## config.mk

```make
export PLATFORM = sky130hd
export DESIGN_NAME = npsc_top
export DESIGN_NICKNAME = d
export VERILOG_FILES = /design/src/npsc_pkg.sv /design/src/npsc_top.sv
export SDC_FILE = /design/constraint.sdc
export NUM_CORES = 1
export LEC_CHECK = 0
export ABC_AREA = 0
export BUFFER_PORTS_ARGS = -buffer_cell sky130_fd_sc_hd__buf_2
export CAP_MARGIN = 30
export CORE_ASPECT_RATIO = 0.75
export CORE_MARGIN = 4
export CORE_UTILIZATION = 25
export CTS_CLUSTER_SIZE = 20
export DETAILED_ROUTE_END_ITERATION = 10
export GPL_ROUTABILITY_DRIVEN = 1
export SETUP_SLACK_MARGIN = 0.3
export SKIP_CTS_REPAIR_TIMING = 1
export SLEW_MARGIN = 20
export SYNTH_ARGS = -nofsm -noshare
export SYNTH_HDL_FRONTEND = slang
export SYNTH_SLANG_ARGS = --single-unit
```

## constraint.sdc

```tcl
create_clock -name clk -period 4.09 [get_ports clk]
set_clock_uncertainty 0.2 [all_clocks]
set_input_delay 0.818 -clock clk [delete_from_list [all_inputs] [get_ports clk]]
set_output_delay 0.818 -clock clk [all_outputs]
set_load 0.01 [all_outputs]
```

## src/npsc_pkg.sv

```systemverilog
package npsc_pkg;
  // =====================================================
  // power states
  typedef enum logic [2:0] {
    NPSC_D0U, NPSC_D0A, NPSC_D1, NPSC_D2, NPSC_D3
  } npsc_state_t;

  // =====================================================
  // configuration map (byte offsets in configuration space)
  localparam logic [7:0]  PMC_OFS        = 8'hde;
  localparam logic [7:0]  PMCSR_OFS      = 8'he0;
  localparam logic [7:0]  PM_DRIVER_REGISTER_OFS       = 8'he4;
  localparam logic [7:0]  BAR_CSR_OFS    = 8'h10;
  localparam logic [7:0]  BAR_IO_OFS     = 8'h14;
  localparam logic [7:0]  BAR_MEM_OFS    = 8'h18;

  // =====================================================
  // field positions
  localparam int          PMCSR_PS_LSB   = 0;
  localparam int          PMCSR_PME_EN   = 8;
  localparam int          PMCSR_PME_STS  = 15;
  localparam int          PM_DRIVER_REGISTER_DEEP_EN   = 0;
  localparam int          PM_DRIVER_REGISTER_LINK_WAKE = 1;
  localparam int          PM_DRIVER_REGISTER_PKT_WAKE  = 2;

  // =====================================================
  // capability values, with and without auxiliary power, and register reset values
  localparam logic [15:0] PMC_NO_AUX     = 16'h0622;
  localparam logic [15:0] PMC_WITH_AUX   = 16'hfe22;
  localparam logic [15:0] PMCSR_RST      = 16'h0000;
  localparam logic [7:0]  PM_DRIVER_REGISTER_RST       = 8'h00;
endpackage : npsc_pkg

```

## src/npsc_top.sv

```systemverilog
`timescale 1ns/1ps

// =====================================================
// power state and reset control
// Notes on behaviour
// - power-on leaves device in uninitialized D0
// - base address write moves to active D0
// - uninit D0 answers target, watches no wake events
// - active D0 full function, link-change wake
// - standby entered and left autonomously in D0a
// - D1: no mastering, no interrupts, config only
// - D1 keeps link alive, watches wake events
// - wake drives pme or cstschg by host type
// - D2 as D1, link-down low-power watch
// - link-down low-power sends no idle pulses
// - driver register bit enables link-down mode
// - D3 as D2; pme disabled means minimal power
// - aux strap sampled during bus reset only; alternate reset clears it
// - aux presence changes capability value
// - low alternate reset is power-on reset
// - isolate low ignores bus reset and config strobes, not bus_idle
// - isolate floats bus outputs except pme and cstschg
// - init on reset level, D3 trail, isolate trail
// - init clears config, keeps pme context
// - wake only when pme enable is set
module npsc_top
  import npsc_pkg::*;
(
  input  wire logic        clk,              // bus clock
  input  wire logic        reset_n,          // alternate power-on reset
  input  wire logic        bus_rst_n,        // bus reset
  input  wire logic        isolate_n,        // bus power good
  input  wire logic        flash_addr_bit1,  // shared aux strap pin
  input  wire logic        pci_mode_n,       // low: pci host
  input  wire logic        cfg_wr,           // config write strobe
  input  wire logic        cfg_rd,           // config read strobe
  input  wire logic [7:0]  cfg_addr,         // config byte offset
  input  wire logic [15:0] cfg_wdata,        // config write data
  output logic      [15:0] cfg_rdata,        // config read data
  input  wire logic        bus_idle,         // no traffic pending
  input  wire logic        link_valid,       // link status
  input  wire logic        wake_packet,      // packet match pulse
  output logic             aux_power_present,// sampled strap
  output logic             target_en,        // may answer target cycles
  output logic             cfg_only,         // config accesses only
  output logic             master_en,        // may master the bus
  output logic             intr_en,          // may raise interrupts
  output logic             standby,          // dynamic standby
  output logic             link_keep,        // keep link integrity
  output logic             link_idle_tx,     // send idle/link pulses
  output logic             init_pulse,       // internal initialization
  output logic             bus_out_oe_n,     // low: bus outputs driven
  output logic             pme_o,            // pme pin output
  output logic             pme_oe_n,         // low: pme driven low
  output logic             cstschg           // card status change
);
  import npsc_pkg::*;

  // =====================================================
  // state record
  typedef struct packed {
    npsc_state_t st;
    logic        aux;
    logic        cardbus;
    logic        pme_en;
    logic        pme_sts;
    logic [7:0]  pm_driver_register;
    logic        rst_q;
    logic        iso_q;
    logic        init;
    logic [15:0] rdata;
  } npsc_reg_t;

  npsc_reg_t   s_r;
  npsc_reg_t   s_nxt;
  logic        in_rst;
  logic        bus_rst_trail;
  logic        iso_trail;
  logic        wake_ev;
  logic        deep_pd;
  logic [1:0]  req_ps;

  // =====================================================
  // combinational next state
  always_comb begin
    s_nxt          = s_r;
    s_nxt.init     = 1'b0;
    s_nxt.rst_q    = bus_rst_n;
    s_nxt.iso_q    = isolate_n;
    req_ps         = cfg_wdata[PMCSR_PS_LSB +: 2];
    in_rst         = !bus_rst_n;
    bus_rst_trail  = bus_rst_n && !s_r.rst_q;
    iso_trail      = isolate_n && !s_r.iso_q;
    // pme enable gates every wake source
    wake_ev        = s_r.pme_en && (
                     (wake_packet && s_r.st != NPSC_D0U &&
                      s_r.st != NPSC_D0A) ||
                     (link_valid != s_r.rdata[0] &&
                      s_r.pm_driver_register[PM_DRIVER_REGISTER_LINK_WAKE] &&
                      s_r.st != NPSC_D0U));
    s_nxt.rdata[0] = s_r.rdata[0];
    if (!isolate_n) begin
      // bus reset and config strobes ignored
    end else if (in_rst) begin
      // strap caught while reset is held
      s_nxt.aux = flash_addr_bit1;
      s_nxt.cardbus = pci_mode_n;
      if (s_r.st != NPSC_D3) begin
        s_nxt.init = 1'b1;
        s_nxt.st   = NPSC_D0U;
      end
    end else begin
      if (bus_rst_trail && s_r.st == NPSC_D3) begin
        s_nxt.init = 1'b1;
        s_nxt.st   = NPSC_D0U;
      end else if (cfg_wr) begin
        unique case (cfg_addr)
          BAR_CSR_OFS, BAR_IO_OFS, BAR_MEM_OFS: begin
            if (s_r.st == NPSC_D0U)
              s_nxt.st = NPSC_D0A;
          end
          PMCSR_OFS: begin
            s_nxt.pme_en = cfg_wdata[PMCSR_PME_EN];
            // state encoding written by host
            unique case (req_ps)
              2'h0: if (s_r.st != NPSC_D0U) s_nxt.st = NPSC_D0A;
              2'h1: s_nxt.st = NPSC_D1;
              2'h2: s_nxt.st = NPSC_D2;
              2'h3: s_nxt.st = NPSC_D3;
            endcase
          end
          PM_DRIVER_REGISTER_OFS: s_nxt.pm_driver_register = cfg_wdata[7:0];
          default: ;
        endcase
      end
    end
    if (iso_trail) begin
      s_nxt.init = 1'b1;
      s_nxt.st   = NPSC_D0U;
    end
    // pme context survives initialization; set wins over clear
    if (isolate_n && cfg_wr && cfg_addr == PMCSR_OFS &&
        cfg_wdata[PMCSR_PME_STS])
      s_nxt.pme_sts = 1'b0;
    if (wake_ev)
      s_nxt.pme_sts = 1'b1;
    s_nxt.rdata[0] = link_valid;
    if (isolate_n && cfg_rd) begin
      unique case (cfg_addr)
        PMC_OFS:   s_nxt.rdata[15:1] = s_r.aux ? PMC_WITH_AUX[15:1] :
                                        PMC_NO_AUX[15:1];
        default:   s_nxt.rdata[15:1] = 15'h0000;
      endcase
    end
  end

  // =====================================================
  // registered state
  always_ff @(posedge clk or negedge reset_n) begin
    if (!reset_n) begin
      // alternate reset acts as power-on reset
      s_r         <= '0;
      s_r.st      <= NPSC_D0U;
      s_r.pm_driver_register    <= PM_DRIVER_REGISTER_RST;
      s_r.rst_q   <= 1'b1;
      s_r.iso_q   <= 1'b1;
    end else begin
      s_r         <= s_nxt;
    end
  end

  // =====================================================
  // capability read: all 16 bits from the PMC constant; link history in s_r.rdata[0] is not read out
  always_comb begin
    cfg_rdata = (s_r.aux ? PMC_WITH_AUX : PMC_NO_AUX);
    if (cfg_addr == PMCSR_OFS)
      cfg_rdata = {s_r.pme_sts, 6'h00, s_r.pme_en, 8'h00};
    else if (cfg_addr == PM_DRIVER_REGISTER_OFS)
      cfg_rdata = {8'h00, s_r.pm_driver_register};
    else if (cfg_addr != PMC_OFS)
      cfg_rdata = 16'h0000;
  end

  // =====================================================
  // per-state permissions
  // strap is a level caught during reset; an async flop on it would
  // need a port value at reset, so it is clocked instead
  assign aux_power_present = s_r.aux;
  assign target_en    = isolate_n && (s_r.st == NPSC_D0U ||
                        s_r.st == NPSC_D0A);
  assign cfg_only     = s_r.st != NPSC_D0U && s_r.st != NPSC_D0A;
  assign master_en    = isolate_n && s_r.st == NPSC_D0A;
  assign intr_en      = isolate_n && s_r.st == NPSC_D0A;
  // standby relies on host gating clock in idle time
  assign standby      = s_r.st == NPSC_D0A && bus_idle;
  assign deep_pd      = (s_r.st == NPSC_D2 || s_r.st == NPSC_D3) &&
                        !link_valid && s_r.pm_driver_register[PM_DRIVER_REGISTER_DEEP_EN];
  assign link_keep    = !((s_r.st == NPSC_D3) && !s_r.pme_en) &&
                        !deep_pd;
  assign link_idle_tx = link_keep;
  assign init_pulse   = s_r.init;
  assign bus_out_oe_n = !isolate_n || !bus_rst_n;
  assign pme_o        = 1'b0;
  assign pme_oe_n     = !(s_r.pme_sts && s_r.pme_en &&
                          !s_r.cardbus);
  assign cstschg      = s_r.pme_sts && s_r.pme_en && s_r.cardbus;

  // =====================================================
  // checks
  base_wr_act_a: assert property (@(posedge clk) disable iff (!reset_n)
    (isolate_n && bus_rst_n && s_r.rst_q && cfg_wr &&
     cfg_addr == BAR_IO_OFS && s_r.st == NPSC_D0U) |=>
     s_r.st == NPSC_D0A || s_r.init)
    else $error("base write did not activate");
  d1_no_master_a: assert property (@(posedge clk) disable iff (!reset_n)
    s_r.st == NPSC_D1 |-> !master_en && !intr_en && cfg_only)
    else $error("D1 mastering allowed");
  wake_gate_a: assert property (@(posedge clk) disable iff (!reset_n)
    $rose(s_r.pme_sts) |-> $past(s_r.pme_en))
    else $error("wake without enable");
  pme_cb_a: assert property (@(posedge clk) disable iff (!reset_n)
    !(cstschg && !pme_oe_n))
    else $error("both wake pins active");
  iso_float_a: assert property (@(posedge clk) disable iff (!reset_n)
    !isolate_n |-> bus_out_oe_n && !target_en)
    else $error("bus driven while isolated");
  iso_hold_a: assert property (@(posedge clk) disable iff (!reset_n)
    (!isolate_n && s_r.iso_q && !$past(iso_trail)) |=> $stable(s_r.st))
    else $error("state moved while isolated");
  iso_init_a: assert property (@(posedge clk) disable iff (!reset_n)
    (isolate_n && !s_r.iso_q) |=> s_r.init && s_r.st == NPSC_D0U)
    else $error("no init on isolate trail");
  deep_link_a: assert property (@(posedge clk) disable iff (!reset_n)
    deep_pd |-> !link_idle_tx)
    else $error("pulses sent in deep mode");
  d3_min_a: assert property (@(posedge clk) disable iff (!reset_n)
    (s_r.st == NPSC_D3 && !s_r.pme_en) |-> !link_keep)
    else $error("link kept in D3 without pme");
  strap_a: assert property (@(posedge clk) disable iff (!reset_n)
    (isolate_n && !bus_rst_n) |=> s_r.aux == $past(flash_addr_bit1))
    else $error("strap not sampled");
endmodule : npsc_top

```

==> summary.md <==
| Metric | Value |
|---|---|
| EDFF count, synth | `0` |
| Post-Syn Instances | `around 120` |
| Final HPWL DP | `between 2000 and 3000 um` |
| Hold WC Path Type | `in2async` |
| Vias in the first global route | `976` |
| CP Launch Type | `primary input` |
| Status | `completed` |
| Seq/Total Area, Yosys | `39.1%` |
| Nets | `about 210` |
| Initial DRT Pass Iterations | `4` |
| Core Region | `approximately 4600 um2` |
| Area growth syn-to-layout | `28.4%` |
| Sink Count | `19` |
| Height of the die | `around 70 um` |
| CP Capture Type | `output pin` |
| DRT iter0 DRCs | `40` |
| Antenna diode count | `0` |
| Setup crit end | `cfg_rdata[15]` |
| Synthesis-stage register bit count | `19` |
| Vias | `roughly 1,000` |
| Synth area leader | `dfrtp_1` |
| Rel. slew slack | `between 60% and 70%` |
| YS warnings | `0` |
| Critical path class | `in2out` |
| Syn_area_per_cell | `~11 um2` |
| First-pass GRT wire length | `between 4000 and 5000 um` |
| Total power | `between 300 and 400 uW` |
| Worst-path clk slew | `0.07 ns` |
| Max Fanout on Critical Path | `5` |
| Count leader, synth | `dfrtp_1` |
| Share of cells above drive strength 1 | `about half` |
| Static Leak | `between 0.0008 and 0.0009 uW` |
| Residual DRC | `0` |
| Async SR Flop Fraction | `100%` |
| Crit path arrival time | `around 2.2 ns` |
| Post-synth top area share | `34.8%` |
| Initial antenna violation count | `0` |
| Post-Route Utilization | `about 34%` |
| Final WS setup | `approximately 0.84 ns` |
| IO buf count | `between 50 and 60` |
| Max_cap viols | `0` |
| Synth top cells by count | `17 x dfrtp_1, 11 x inv_1, 10 x mux2_2, 10 x nor2_1, 7 x buf_4` |
| Largest net degree at the start of global routing | `20` |
| Chip Width | `88.7 um` |
| Hold_ws | `just under 0.3 ns` |
| Wirelength per Cell | `roughly 14 um` |
| RSZ-0062 raised after global routing | `false` |
| H-tree levels | `1` |
| Worst reg2reg path depth | `4` |
| Maximum VDD drop | `~0.12 mV` |
| Post-route ant nets | `0` |
| Placer Congestion | `0.763` |
| Reg2Reg Setup Slack | `approximately 1.9 ns` |
| Synthesized Nets | `roughly 150` |
| GRT Total Usage | `roughly 10%` |
| Slew @ Worst Pin | `between 0.5 and 0.6 ns` |
| Worst r2r src | `s_r[32]` |
| Clk_lat worst skew | `between 0.2 and 0.3 ns` |
| Tmin final | `about 3.3 ns` |
| DR vias/cell | `4.61` |
| Synthesized area | `between 1000 and 1500 um2` |
| Cell variety after synth | `37` |
| Most used DFF post-synth | `dfrtp_1` |
| Post-route setup TNS | `0 ns` |
| CTS buffer count | `3` |
| WL final | `slightly above 3000 um` |
| CTS max path bufs | `2` |
| Largest cells by area after synthesis | `dfrtp_1 35%, mux2_2 9.2%, buf_4 4.3%, dfstp_2 4.3%, ha_1 4.1%` |
| CTS root buf | `clkbuf_8` |
| Post-route clock period utilization | `between 70% and 80%` |
| I/O pins | `64` |
| CP max stage cell | `or4b_1` |
| CP startpoint | `cfg_addr[3]` |
| Starting Density | `approximately a quarter` |
| CP required | `approximately 3 ns` |
| Crit-path max cell delay | `roughly 0.49 ns` |
| Die area | `6080 um2` |
| Setup violations, final | `0` |
| CTS tree | `yes` |
| Dpl ws | `between 0.8 and 0.9 ns` |
| Fmax | `slightly above 300 MHz` |
| Crit-path cells | `buf_2 > inv_1 > or4b_1 > nor3_2 > buf_4 > and2_1 > o21bai_1 > buf_2` |
| Critical R2R Capture | `s_r[31]` |
| Overflow left after global routing | `0` |
| Row count | `21` |
| P per Cell Area | `approximately 250 nW/um2` |
| Critical Path Most Common Cell | `buf_2` |
| Max Transition Viols Final | `0` |
| Final Hold Viols | `0` |
## where the power goes
group	internal (uW)	switching [uW]	total [uW]
Clock	69.2	60.9	130
Combinational	26.3	32.2	58.6
Sequential	196	6.20	202
## cell type report
cell class / instances / area [um2]
inverters: 11 / 41.3
well taps: 57 / 71.3
repair buffers: 56 / 283
flip-flops and latches: 19 / 478
clock buffers: 4 / 45.0
multi-input cells: 78 / 649
fillers: 481 / 3030
## metrics by stage
stage / instance area [um2] / instances
after floorplan: 1220 / 115
after global placement: 1520 / 221
after detailed placement: 1520 / 221
after CTS: 1570 / 225
after global routing: 1570 / 225
final: 1570 / 225
## flip-flops by register name, summed over array words and instances, names as in the netlist
signal             count
s_r                   17
init_pulse             1
aux_power_present      1
## kinds of logic (layout without fill, tap and decap cells)
group / count (synthesis) / in the layout / share of synthesized area (%)
AO/OA/AOI/OAI: 16 / 16 / 10.8
XOR/XNOR: 1 / 1 / 0.717
adder cells (fa/ha/maj): 4 / 4 / 4.10
buffers and inverters: 18 / 71 / 7.68
flip-flops: 19 / 19 / 39.1
multiplexers: 14 / 14 / 12.9
other: 1 / 1 / 0.307
AND/OR/NAND/NOR: 42 / 42 / 24.4
## worst min-delay path by stage
| stage | startpoint | cells after the start | end |
|---|---|---|---|
| 5_1_grt | reset_n | 1 | s_r[21] |
| 2_1_floorplan | s_r[21] | 1 | s_r[21] |
| 4_1_cts | s_r[22] | 1 | s_r[22] |
| 3_5_place_dp | s_r[22] | 1 | s_r[22] |
| 6_report | reset_n | 1 | s_r[21] |
| 3_3_place_gp | s_r[26] | 1 | s_r[26] |
## per-layer routing
| metal | up-vias | GRT usage (%) | part of all wire, % |
|---|---|---|---|
| met5 | - | 0 | 0 |
| met4 | 0 | 1.70 | 0.65 |
| met3 | 2 | 2.85 | 8.3 |
| met2 | 42 | 14.5 | 42 |
| met1 | 488 | 14.8 | 49 |
| li1 | 506 | - | - |
## cell usage in the layout, fill, tap and decap left out, types with 2 or more instances in the layout
| cell type | Yosys | final |
|---|---|---|
| and3_1 | 3 | 3 |
| buf_2 | 0 | 55 |
| nor4b_4 | 2 | 2 |
| nor3_1 | 2 | 2 |
| mux2_2 | 10 | 10 |
| nand3_1 | 3 | 3 |
| a21o_1 | 2 | 2 |
| dfrtp_1 | 17 | 17 |
| clkbuf_8 | 0 | 3 |
| nor3b_1 | 2 | 2 |
| o21ai_0 | 4 | 4 |
| a21oi_1 | 2 | 2 |
| nor2_1 | 10 | 10 |
| ha_1 | 4 | 4 |
| and2_1 | 6 | 6 |
| inv_1 | 11 | 11 |
| dfstp_2 | 2 | 2 |
| mux2i_1 | 3 | 3 |
| nand4_1 | 2 | 2 |
| nand2_1 | 5 | 5 |
## worst max-delay path, delay by kind of cell
kind	cells	cell delay, ns
and+or+nand+nor	3	0.81
buffers and inverters	4	0.49
AOI/OAI and AO/OA	1	0.12
(Power assumes the default switching activity.)
